[config.mk]
export PLATFORM = sky130hd
export DESIGN_NAME = wk_wake_top
export DESIGN_NICKNAME = d
export VERILOG_FILES = /design/src/hdl/wk_pkg.sv /design/src/hdl/wk_bus_if.sv /design/src/hdl/wk_pin_sync.sv /design/src/hdl/wk_addr_match.sv /design/src/hdl/wk_wake_top.sv
export VERILOG_INCLUDE_DIRS = /design/src /design/src/hdl
export SDC_FILE = /design/constraint.sdc
export NUM_CORES = 1
export LEC_CHECK = 0
export ABC_AREA = 1
export BUFFER_PORTS_ARGS = -buffer_cell sky130_fd_sc_hd__buf_4
export CORE_MARGIN = 4
export CORE_UTILIZATION = 57
export DETAILED_ROUTE_END_ITERATION = 6
export MAX_ROUTING_LAYER = met4
export PLACE_DENSITY_LB_ADDON = 0.25
export SLEW_MARGIN = 30
export SYNTH_ARGS = -nofsm -noshare
export SYNTH_HDL_FRONTEND = slang
export SYNTH_SLANG_ARGS = --single-unit
[constraint.sdc]
create_clock -name pclk -period 2.3 [get_ports pclk]
set_clock_uncertainty 0.15 [all_clocks]
set_input_delay 0.23 -clock pclk [delete_from_list [all_inputs] [get_ports pclk]]
set_output_delay 0.23 -clock pclk [all_outputs]
set_load 0.05 [all_outputs]
[src/hdl/wk_cfg.svh]
// Register offsets, field positions and reset values of the wakeup slave
`ifndef WK_CFG_SVH
`define WK_CFG_SVH

// Register byte offsets
`define WK_OFF_CTRL      8'h00
`define WK_OFF_ADDR      8'h04
`define WK_OFF_MASK      8'h08
`define WK_OFF_STAT      8'h0C
`define WK_OFF_IEN       8'h10
`define WK_OFF_CMD       8'h14
`define WK_OFF_STATE     8'h18

// CTRL fields
`define WK_CTRL_EN       0
`define WK_CTRL_DEEP     1
`define WK_CTRL_STRETCH  2

// STAT and IEN fields
`define WK_EV_ADDR       0
`define WK_EV_WAKE       1
`define WK_EV_STOP       2
`define WK_EV_W          3

// CMD fields
`define WK_CMD_ACK       0
`define WK_CMD_NAK       1

// STATE fields
`define WK_ST_BUSY       0
`define WK_ST_HOLD       1
`define WK_ST_LOCK       2
`define WK_ST_ARMED      3
`define WK_ST_BYTE_LSB   8

// Reset values
`define WK_RST_CTRL      3'h0
`define WK_RST_ADDR      7'h00
`define WK_RST_MASK      7'h7F
`define WK_RST_IEN       3'h0

// Address byte holds seven address bits and the direction bit
`define WK_BYTE_BITS     4'h8

`endif

[src/hdl/wk_pkg.sv]
// Types shared by the wakeup slave modules
package wk_pkg;

    typedef enum logic [2:0] {
        WK_IDLE,
        WK_ADDR,
        WK_HOLD,
        WK_ACK,
        WK_NAK,
        WK_DATA
    } wk_state_t;

endpackage : wk_pkg

[src/hdl/wk_bus_if.sv]
// Sampled bus events and address byte passed between the slave modules
`timescale 1ns/1ps
`default_nettype none

interface wk_bus_if;
    logic       scl_s;
    logic       sda_s;
    logic       scl_rise;
    logic       scl_fall;
    logic       start;
    logic       stop;
    logic [6:0] own_addr;
    logic [6:0] addr_mask;
    logic [7:0] addr_byte;
    logic       addr_full;
    logic       match;

    modport sync (output scl_s, sda_s, scl_rise, scl_fall, start, stop);
    modport matcher (input scl_s, sda_s, scl_rise, start, own_addr, addr_mask,
                     output addr_byte, addr_full, match);
    modport ctrl (input scl_s, sda_s, scl_rise, scl_fall, start, stop, addr_byte, addr_full, match,
                  output own_addr, addr_mask);
endinterface : wk_bus_if

`default_nettype wire

[src/hdl/wk_pin_sync.sv]
// Pin synchronisers and bus edge, start and stop detection
`timescale 1ns/1ps
`default_nettype none

module wk_pin_sync (
    // Clock and reset
    input  wire logic pclk,
    input  wire logic presetn,
    // Bus pins
    input  wire logic scl_in,
    input  wire logic sda_in,
    // Sampled events
    wk_bus_if.sync    bus
);

    logic [1:0] scl_meta_q;
    logic [1:0] sda_meta_q;
    logic       scl_prev_q;
    logic       sda_prev_q;

    // Only the second stage and later are read by any logic
    always_ff @(posedge pclk or negedge presetn) begin
        if (!presetn) begin
            scl_meta_q <= 2'h3;
            sda_meta_q <= 2'h3;
            scl_prev_q <= 1'b1;
            sda_prev_q <= 1'b1;
        end else begin
            scl_meta_q <= {scl_meta_q[0], scl_in};
            sda_meta_q <= {sda_meta_q[0], sda_in};
            scl_prev_q <= scl_meta_q[1];
            sda_prev_q <= sda_meta_q[1];
        end
    end

    assign bus.scl_s    = scl_meta_q[1];
    assign bus.sda_s    = sda_meta_q[1];
    assign bus.scl_rise = scl_meta_q[1] & ~scl_prev_q;
    assign bus.scl_fall = ~scl_meta_q[1] & scl_prev_q;
    // Data moving while the clock line is high marks a start or a stop
    assign bus.start    = scl_meta_q[1] & scl_prev_q & sda_prev_q & ~sda_meta_q[1];
    assign bus.stop     = scl_meta_q[1] & scl_prev_q & ~sda_prev_q & sda_meta_q[1];

endmodule : wk_pin_sync

`default_nettype wire

[src/hdl/wk_addr_match.sv]
// Address byte shifter and masked address compare
`timescale 1ns/1ps
`default_nettype none
`include "wk_cfg.svh"

module wk_addr_match (
    // Clock and reset
    input  wire logic pclk,
    input  wire logic presetn,
    // Bus events and compare result
    wk_bus_if.matcher bus
);

    logic [7:0] shift_q;
    logic [3:0] count_q;
    logic       full;

    // A mask bit of zero makes that address bit a don't-care
    function automatic logic masked_hit(input logic [6:0] addr, input logic [6:0] own,
                                        input logic [6:0] mask);
        masked_hit = ((addr ^ own) & mask) == 7'h00;
    endfunction : masked_hit

    assign full = (count_q == `WK_BYTE_BITS);

    // Bits are taken with pclk at detected bus clock rises, so the compare needs pclk running
    always_ff @(posedge pclk or negedge presetn) begin
        if (!presetn) begin
            shift_q <= 8'h00;
            count_q <= 4'h0;
        end else if (bus.start) begin
            count_q <= 4'h0;
        end else if (bus.scl_rise && !full) begin
            shift_q <= {shift_q[6:0], bus.sda_s};
            count_q <= count_q + 4'h1;
        end
    end

    assign bus.addr_byte = shift_q;
    assign bus.addr_full = full;
    assign bus.match     = masked_hit(shift_q[7:1], bus.own_addr, bus.addr_mask);

endmodule : wk_addr_match

`default_nettype wire

[src/hdl/wk_wake_top.sv]
// Address-match wakeup slave: APB registers, answer sequencer and interrupt
// Notes on behaviour
// - In light sleep the block runs as in active mode and any transfer addressed to it raises an interrupt.
// - In deep sleep only a match of the bus address with the own address under the mask can raise a wakeup interrupt.
// - In deep sleep the address is shifted in with pclk at detected bus clock rises and a match raises an interrupt request.
// - With stretching on, a deep-sleep match holds the bus clock low until software orders the acknowledge or the refusal.
// - With stretching off, a deep-sleep match and every later address are refused until software wakes the block.
// - Extra addresses that pass the masked compare still wake the block and are answered exactly as the own address is.
// - Entering wakeup configuration arms the sampling of the address-match event.
// - The compare uses a mask whose zero bits are don't-care, so n such bits match 2^n addresses.
//
// The register offsets and the APB register port were decided locally.
`include "wk_cfg.svh"
`timescale 1ns/1ps
`default_nettype none

module wk_wake_top (
    // Clock and reset
    input  wire logic        pclk,
    input  wire logic        presetn,
    // APB slave
    input  wire logic        psel,
    input  wire logic        penable,
    input  wire logic        pwrite,
    input  wire logic [7:0]  paddr,
    input  wire logic [31:0] pwdata,
    output logic      [31:0] prdata,
    output logic             pready,
    output logic             pslverr,
    // Bus clock pin
    input  wire logic        scl_in,
    output logic             scl_out,
    output logic             scl_oe_n,
    // Bus data pin
    input  wire logic        sda_in,
    output logic             sda_out,
    output logic             sda_oe_n,
    // Interrupt
    output logic             irq
);

    wk_bus_if bus ();

    wk_pin_sync u_sync (
        .pclk    (pclk),
        .presetn (presetn),
        .scl_in  (scl_in),
        .sda_in  (sda_in),
        .bus     (bus)
    );

    wk_addr_match u_match (
        .pclk    (pclk),
        .presetn (presetn),
        .bus     (bus)
    );

    // Register state
    logic [2:0]        ctrl_q;
    logic [6:0]        addr_q;
    logic [6:0]        mask_q;
    logic [2:0]        stat_q;
    logic [2:0]        stat_d;
    logic [2:0]        ien_q;
    logic [31:0]       prdata_q;
    wk_pkg::wk_state_t state_q;
    wk_pkg::wk_state_t state_d;
    logic              busy_q;
    logic              lock_q;
    logic              armed_q;
    logic              deep_prev_q;
    logic              sda_drive_q;
    logic              scl_drive_q;

    // APB decode
    logic        setup;
    logic        access;
    logic        wr;
    logic        sel_ctrl;
    logic        sel_addr;
    logic        sel_mask;
    logic        sel_stat;
    logic        sel_ien;
    logic        sel_cmd;
    logic        sel_state;
    logic        hit;
    logic [31:0] rd_mux;

    assign setup     = psel & ~penable;
    assign access    = psel & penable;
    assign wr        = access & pwrite;
    assign sel_ctrl  = (paddr == `WK_OFF_CTRL);
    assign sel_addr  = (paddr == `WK_OFF_ADDR);
    assign sel_mask  = (paddr == `WK_OFF_MASK);
    assign sel_stat  = (paddr == `WK_OFF_STAT);
    assign sel_ien   = (paddr == `WK_OFF_IEN);
    assign sel_cmd   = (paddr == `WK_OFF_CMD);
    assign sel_state = (paddr == `WK_OFF_STATE);
    assign hit       = sel_ctrl | sel_addr | sel_mask | sel_stat | sel_ien | sel_cmd | sel_state;

    // Control fields
    logic en;
    logic deep;
    logic stretch;

    assign en      = ctrl_q[`WK_CTRL_EN];
    assign deep    = ctrl_q[`WK_CTRL_DEEP];
    assign stretch = ctrl_q[`WK_CTRL_STRETCH];

    // Command strobes, only meaningful while the clock line is held
    logic cmd_ack;
    logic cmd_nak;

    assign cmd_ack = wr & sel_cmd & pwdata[`WK_CMD_ACK];
    assign cmd_nak = wr & sel_cmd & pwdata[`WK_CMD_NAK] & ~pwdata[`WK_CMD_ACK];

    assign bus.own_addr  = addr_q;
    assign bus.addr_mask = mask_q;

    // Address decision at the falling clock edge that ends the address byte
    logic decide;
    logic addr_hit;
    logic deep_wake;
    logic active_hit;

    assign decide     = (state_q == wk_pkg::WK_ADDR) & bus.addr_full & bus.scl_fall;
    assign addr_hit   = decide & bus.match;
    assign deep_wake  = addr_hit & deep & armed_q;
    assign active_hit = addr_hit & ~deep;

    // Sticky events: set wins over a same-cycle write-one clear
    logic [2:0] ev_set;
    logic [2:0] ev_clr;

    assign ev_set[`WK_EV_ADDR] = active_hit;
    assign ev_set[`WK_EV_WAKE] = deep_wake;
    assign ev_set[`WK_EV_STOP] = bus.stop & busy_q & ~deep;
    assign ev_clr              = (wr & sel_stat) ? pwdata[2:0] : 3'h0;
    assign stat_d              = (stat_q & ~ev_clr) | ev_set;

    // Sequencer next state
    always_comb begin
        state_d = state_q;
        case (state_q)
            wk_pkg::WK_IDLE: begin
                if (bus.start) begin
                    state_d = wk_pkg::WK_ADDR;
                end
            end
            wk_pkg::WK_ADDR: begin
                if (decide) begin
                    if (!bus.match) begin
                        state_d = wk_pkg::WK_NAK;
                    end else if (deep && !stretch) begin
                        state_d = wk_pkg::WK_NAK;
                    end else if (lock_q) begin
                        state_d = wk_pkg::WK_NAK;
                    end else if (stretch) begin
                        state_d = wk_pkg::WK_HOLD;
                    end else begin
                        state_d = wk_pkg::WK_ACK;
                    end
                end
            end
            wk_pkg::WK_HOLD: begin
                if (cmd_ack) begin
                    state_d = wk_pkg::WK_ACK;
                end else if (cmd_nak) begin
                    state_d = wk_pkg::WK_NAK;
                end
            end
            wk_pkg::WK_ACK: begin
                if (bus.scl_fall) begin
                    state_d = wk_pkg::WK_DATA;
                end
            end
            wk_pkg::WK_NAK: begin
                if (bus.scl_fall) begin
                    state_d = wk_pkg::WK_IDLE;
                end
            end
            wk_pkg::WK_DATA: begin
                state_d = wk_pkg::WK_DATA;
            end
            default: begin
                state_d = wk_pkg::WK_IDLE;
            end
        endcase
        // A repeated start or a stop ends any transfer, except while the clock is held
        if (state_q != wk_pkg::WK_HOLD) begin
            if (bus.start) begin
                state_d = wk_pkg::WK_ADDR;
            end else if (bus.stop) begin
                state_d = wk_pkg::WK_IDLE;
            end
        end
        if (!en) begin
            state_d = wk_pkg::WK_IDLE;
        end
    end

    // Sequencer and pin drive registers
    always_ff @(posedge pclk or negedge presetn) begin
        if (!presetn) begin
            state_q     <= wk_pkg::WK_IDLE;
            sda_drive_q <= 1'b0;
            scl_drive_q <= 1'b0;
        end else begin
            state_q     <= state_d;
            sda_drive_q <= (state_d == wk_pkg::WK_ACK);
            scl_drive_q <= (state_d == wk_pkg::WK_HOLD);
        end
    end

    // Busy covers any address-matched transfer, acknowledged or refused, until the bus ends it
    always_ff @(posedge pclk or negedge presetn) begin
        if (!presetn) begin
            busy_q <= 1'b0;
        end else if (!en || bus.stop) begin
            busy_q <= 1'b0;
        end else if (addr_hit || state_q == wk_pkg::WK_HOLD) begin
            busy_q <= 1'b1;
        end else if (bus.start && state_q != wk_pkg::WK_DATA) begin
            busy_q <= 1'b0;
        end
    end

    // Refusal lock after a deep-sleep match without stretching
    always_ff @(posedge pclk or negedge presetn) begin
        if (!presetn) begin
            lock_q <= 1'b0;
        end else if (deep_wake && !stretch) begin
            lock_q <= 1'b1;
        end else if (!deep) begin
            lock_q <= 1'b0;
        end
    end

    // Arming follows entry into wakeup configuration
    always_ff @(posedge pclk or negedge presetn) begin
        if (!presetn) begin
            deep_prev_q <= 1'b0;
            armed_q     <= 1'b0;
        end else begin
            deep_prev_q <= deep;
            if (!deep) begin
                armed_q <= 1'b0;
            end else if (!deep_prev_q) begin
                armed_q <= 1'b1;
            end
        end
    end

    // Software registers
    always_ff @(posedge pclk or negedge presetn) begin
        if (!presetn) begin
            ctrl_q <= `WK_RST_CTRL;
            addr_q <= `WK_RST_ADDR;
            mask_q <= `WK_RST_MASK;
            ien_q  <= `WK_RST_IEN;
            stat_q <= 3'h0;
        end else begin
            stat_q <= stat_d;
            if (wr && sel_ctrl) begin
                ctrl_q <= pwdata[2:0];
            end
            if (wr && sel_addr) begin
                addr_q <= pwdata[6:0];
            end
            if (wr && sel_mask) begin
                mask_q <= pwdata[6:0];
            end
            if (wr && sel_ien) begin
                ien_q <= pwdata[2:0];
            end
        end
    end

    // Read data
    logic [31:0] state_word;

    assign state_word = {16'h0000, bus.addr_byte, 4'h0, armed_q, lock_q,
                         (state_q == wk_pkg::WK_HOLD), busy_q};

    assign rd_mux = sel_ctrl  ? {29'h0000_0000, ctrl_q} :
                    sel_addr  ? {25'h000_0000, addr_q} :
                    sel_mask  ? {25'h000_0000, mask_q} :
                    sel_stat  ? {29'h0000_0000, stat_q} :
                    sel_ien   ? {29'h0000_0000, ien_q} :
                    sel_state ? state_word :
                    32'h0000_0000;

    // Read data is captured in the setup cycle and held through the access cycle
    always_ff @(posedge pclk or negedge presetn) begin
        if (!presetn) begin
            prdata_q <= 32'h0000_0000;
        end else if (setup) begin
            prdata_q <= pwrite ? 32'h0000_0000 : rd_mux;
        end
    end

    assign prdata  = prdata_q;
    assign pready  = 1'b1;
    assign pslverr = access & ~hit;

    // Pins are open drain: only a low level is ever driven
    assign scl_out  = 1'b0;
    assign sda_out  = 1'b0;
    assign scl_oe_n = ~scl_drive_q;
    assign sda_oe_n = ~sda_drive_q;

    // Level interrupt while any enabled event stays pending
    assign irq = |(stat_q & ien_q);

endmodule : wk_wake_top

`default_nettype wire

Word level (Yosys, flattened, before mapping)
Cells that the tools add are included.

word-level totals
  register bits after elaboration = 82
  bits of input ports = 47
  output and inout bits = 39

cells by class
  $add $sub $neg = 1
  eq/ne operators = 18
  muxes and demuxes = 32
  bitwise gates (word level) = 47
  reductions and logical operators = 20

operators with widths
  kind                 count
  $mux 16              7
  $mux 3               14
  $and 1x1->1          24
  $eq 8x5->1 const B   3
  $pmux 3 s6           1
  $eq 8x4->1 const B   2
  $eq 3x2->1 const B   4
  $not 1->1            11
  $eq 8x3->1 const B   1
  $logic_and 1x1->1    8
  $logic_not 8->1      1
  $mux 1               8
  $mux 4               2
  $and 7x7->7          1
  $logic_not 7->1      1
  $xor 7x7->7          1
  $and 3x3->3          2
  $eq 3x3->1 const B   2
  $or 1x1->1           6
  $add 4x1->4 const B  1
  $eq 4x4->1 const B   1
  $eq 3x1->1 const B   1
  $logic_not 1->1      3
  $logic_not 3->1      1
  11 further kinds     12

Depth between registers and ports, before layout
  depth in word-level cells = 13
  depth in mapped cells = 13
  depth with buffers taken out = 13

Hierarchy
A second synthesis with hierarchy kept.

unflattened totals
  cell total of the unflattened synthesis = 409
  area, all modules = 3,477.1 um2

by module, submodules not included
  module         times used  cells each  area an instance (um2)
  wk_wake_top    1           299         2,598.7
  wk_addr_match  1           93          679.4
  wk_pin_sync    1           17          198.9

Worst setup path before layout
OpenSTA, ideal clock, no wires.

  kind = input -> output
  from = in paddr[0]
  to = out pslverr
  data arrival time = 2,164 ps
  data required time = 1,920 ps
  setup slack = -244 ps
  stages on the path = 6
  buffers on the path = 0
  cells stage by stage = inv_1 -> nand2_1 -> nor3_2 -> nand2_1 -> inv_1 -> nor4_1

between the ends
  word-level cells in the longest chain between the ends = 9

RTL lines
  what                                                     line                source
  start, declared                                          wk_wake_top.sv:25   input wire logic [7:0] paddr,
  $eq 8x3->1 (no line) or $logic_not 8->1 (tied branches)  n/a
  $or 1x1->1 (5 in series)                                 wk_wake_top.sv:99   assign hit = sel_ctrl | sel_addr | sel_mask | sel_stat | sel_ien | sel_cmd | sel_state;
  $or 1x1->1 (*)                                           wk_wake_top.sv:99
  $not 1->1 (*)                                            wk_wake_top.sv:304  assign pslverr = access & ~hit;
  $and 1x1->1 (*)                                          wk_wake_top.sv:304
  end, declared                                            wk_wake_top.sv:29   output logic pslverr,

Mark *: on every way between the ends. The rest lies on a longest branch, timed or not.

Worst setup path in the final report
  from = reg u_sync.sda_meta_q[1]
  to = reg sda_drive_q

between the ends
  word-level cells in the longest chain between the ends = 9

RTL lines
  what                    line                source
  start, declared         wk_pin_sync.sv:17   logic [1:0] sda_meta_q;
  start signal, assigned  wk_pin_sync.sv:30   sda_meta_q <= {sda_meta_q[0], sda_in};
  $not 1->1               wk_pin_sync.sv:41   assign bus.start = scl_meta_q[1] & scl_prev_q & sda_prev_q & ~sda_meta_q[1];
  $and 1x1->1             wk_pin_sync.sv:41
  $mux 3                  wk_wake_top.sv:146  if (bus.start) begin
  $pmux 3 s6              wk_wake_top.sv:144  case (state_q)
  $mux 3                  wk_wake_top.sv:193  end else if (bus.stop) begin
  $mux 3                  wk_wake_top.sv:191  if (bus.start) begin
  $mux 3 (*)              wk_wake_top.sv:190  if (state_q != wk_pkg::WK_HOLD) begin
  $mux 3 (*)              wk_wake_top.sv:197  if (!en) begin
  $eq 3x2->1 (*)          wk_wake_top.sv:210  sda_drive_q <= (state_d == wk_pkg::WK_ACK);
  end signal, assigned    wk_wake_top.sv:210
  end, declared           wk_wake_top.sv:72   logic sda_drive_q;

Marked as above.
A chain may end at the register's enable or synchronous reset.

==> run metrics <==
io pins 86; Hold Path Class input pin to register; Mapped Cells 419; largest buffer count on any clock path 2; Async SR Flop Fraction 100%; Via Count 2784; CP Launch Type register; area of the core 5610 sq um; critical path class register to register; first-pass detailed-route iteration total 4; Area Overhead vs Synth 16.2%; top-count cell post-synth nand2_1; TNS Setup 0 ps; Final Critical Period 1870 ps; outcome finished, final reports clean; port bufs 40; Wirelength per Cell 13.2 microns; Starting Density 59.8%; Worst path slowest cell dfstp_2; crit path DAT 1950 ps; CTS tree built; pre-CTS WS 396 ps; PostCTS Resize Cnt 0; slew margin rel. 46.0%; Setup Fix Bufs, Post-CTS 0; Hold Path Origin penable; Slowest Stage Delay on Critical Path 570 ps; initial DRC count 163; gr ovfl total 0; GP Congestion 0.948; initial antenna violation count 0; Num CTS Buffers 9; Unique masters post-synth 33; Hold Path Depth 4; post-synth top area share 38.8%; clk sinks 65; Synth Area per Inst 8.00 sq um; Final period util 81.5%; Synth top cells by count 114 x nand2_1, 64 x inv_1, 52 x dfrtp_1; largest net degree at the start of global routing 66; die outline height 84.7 microns; Ys Warns 0; R2R Setup Slk 430 ps; final hold vios 0; Peak Freq 0.534 GHz; CP max FO 4; H-tree Lvls 3; number of global-route vias before repair 2728; PD cells 660 nW/um^2; Routed WL 7.21 mm; final setup margin 426 ps; RSZ-0062 raised after global routing no; Post-DP HPWL 5.34 mm; Top FF cell, synth dfrtp_1; GR Util All Layers 22.4%; reg2reg start u_sync.sda_meta_q[1]$_DFF_PN1_; DRT antenna net count 0; # fillers 472; Synth Register Bits 65; LEAKAGE 1.91 nW; post-synthesis cell area 3350 sq um; Synth area leader dfrtp_1; die area 7170 sq um; share of layout cells above drive strength 1 19.3%; first-pass GRT wire length 12.4 mm; max-cap violations 0; Clk Latency, worst-skew pair 340 ps; DRC violations left 0; Root Driver clkbuf_8; fin nets 520; maximum VDD drop 391 uV; CP Cell Sequence inv_1 > nor3_1 > inv_1 > a21oi_1 > inv_1 > nand2_1 > nand2_1 > nand2_1 > nor2_1; EDFF count, synth 0; via-per-instance ratio 5.08; antenna cells 0; Area contributors post-synth dfrtp_1 39%, nand2_1 13%, dfstp_2 10%; Slew Limit Fails 0; Hold EP prdata[3]$_DFFE_PN0P_; Reg2Reg Depth 9; worst r2r dst sda_drive_q$_DFF_PN0_; Seq/Total Area, Yosys 49.0%; Final setup viols 0; Slew @ Worst Pin 810 ps; row count 27; Worst-path clk slew 70 ps; Die X 84.7 microns; Critical Path End Type register; hold buffers post-CTS 7; Critical Path RT 2380 ps
==> logic make-up after synthesis <==
logic type               share of synthesized area (%)
AND/OR/NAND/NOR                                   23.5
AO/OA/AOI/OAI                                     13.6
buffers and inverters                             12.9
other                                            0.224
flip-flops                                        49.0
adder cells (fa/ha/maj)                          0.746
==> report_power, final <==
| part | internal (W) | switching [W] | total, W | leakage [nW] |
|---|---|---|---|---|
| logic | 0.000107 | 0.000255 | 0.000363 | 0.986 |
| registers | 0.00123 | 0.0000667 | 0.00130 | 0.834 |
| clock network | 0.000479 | 0.000427 | 0.000906 | 0.0927 |
==> cell usage in the layout, fill, tap and decap left out, types with 4 or more instances in the layout <==
master	synthesis	layout
o21ai_1	7	7
nand2_1	114	114
nor2_1	19	19
o21ai_0	42	42
dlygate4sd3_1	0	7
o22ai_1	4	4
a21oi_1	15	15
nand2_2	4	4
dfrtp_1	52	52
dfstp_2	13	13
inv_1	64	64
o21ai_2	7	7
nand3_1	22	22
conb_1	2	20
nor3_1	7	7
buf_4	20	41
clkbuf_8	0	12
==> worst max-delay path by stage <==
stage,endpoint,from,depth (start not counted)
floorplan,pslverr,paddr[0],6
global placement,prdata[13]$_DFFE_PN0P_,paddr[0],7
detailed placement,prdata[14]$_DFFE_PN0P_,paddr[0],7
CTS,sda_drive_q$_DFF_PN0_,u_sync.sda_meta_q[1]$_DFF_PN1_,9
global route,lock_q$_DFFE_PN0P_,u_match.count_q[0]$_DFFE_PN0P_,8
finish,sda_drive_q$_DFF_PN0_,u_sync.sda_meta_q[1]$_DFF_PN1_,9
==> registers in the layout, indices dropped and copies added (netlist names) <==
register and flops:
busy_q 1, stat_q 3, sda_drive_q 1, lock_q 1, scl_drive_q 1, armed_q 1, ien_q 3, state_q 3
u_match.bus.addr_byte 8, u_sync.scl_prev_q 1, deep_prev_q 1, u_sync.sda_meta_q 2, u_match.count_q 4, ctrl_q 3, addr_q 7, prdata 15
u_sync.scl_meta_q 2, bus.addr_mask 7, u_sync.sda_prev_q 1
==> layer usage <==
layer	share of wire (%)	GRT usage [%]	vias up
met5	0	-	-
met4	2.2	10.2	0
met3	5.3	4.02	13
met2	49	35.3	83
met1	44	28.0	1283
li1	-	-	1405
==> through the flow <==
stage / total power, W / cells / instance area (sq um) / utilization, % / hold slack, ps
4_1_cts: 0.00258 / 548 / 3890 / 69.4 / 41.8
2_1_floorplan: 0.00158 / 437 / 3430 / - / -216
5_1_grt: 0.00271 / 548 / 3890 / 69.4 / 56.8
3_3_place_gp: 0.00166 / 525 / 3640 / 64.9 / 188
6_report: 0.00257 / 548 / 3890 / 69.4 / 52.9
3_5_place_dp: 0.00167 / 525 / 3640 / 64.9 / 192
==> cell type report <==
type	instances	area, sq um	share of cell area [%]
well taps	72	90.1	2.31
multi-input cells	281	1350	34.7
clock inverters	2	12.5	0.321
clock buffers	14	173	4.43
repair buffers	48	378	9.70
inverters	66	248	6.36
flip-flops and latches	65	1640	42.2
==> critical path: cells and delay by family, from the launching register on <==
family	cells	cell delay, ps
AND/OR/NAND/NOR	5	610
flip-flops	1	570
buffers and inverters	3	240
AO/OA/AOI/OAI	1	210
Note: power is estimated with default switching activity, not from simulation.
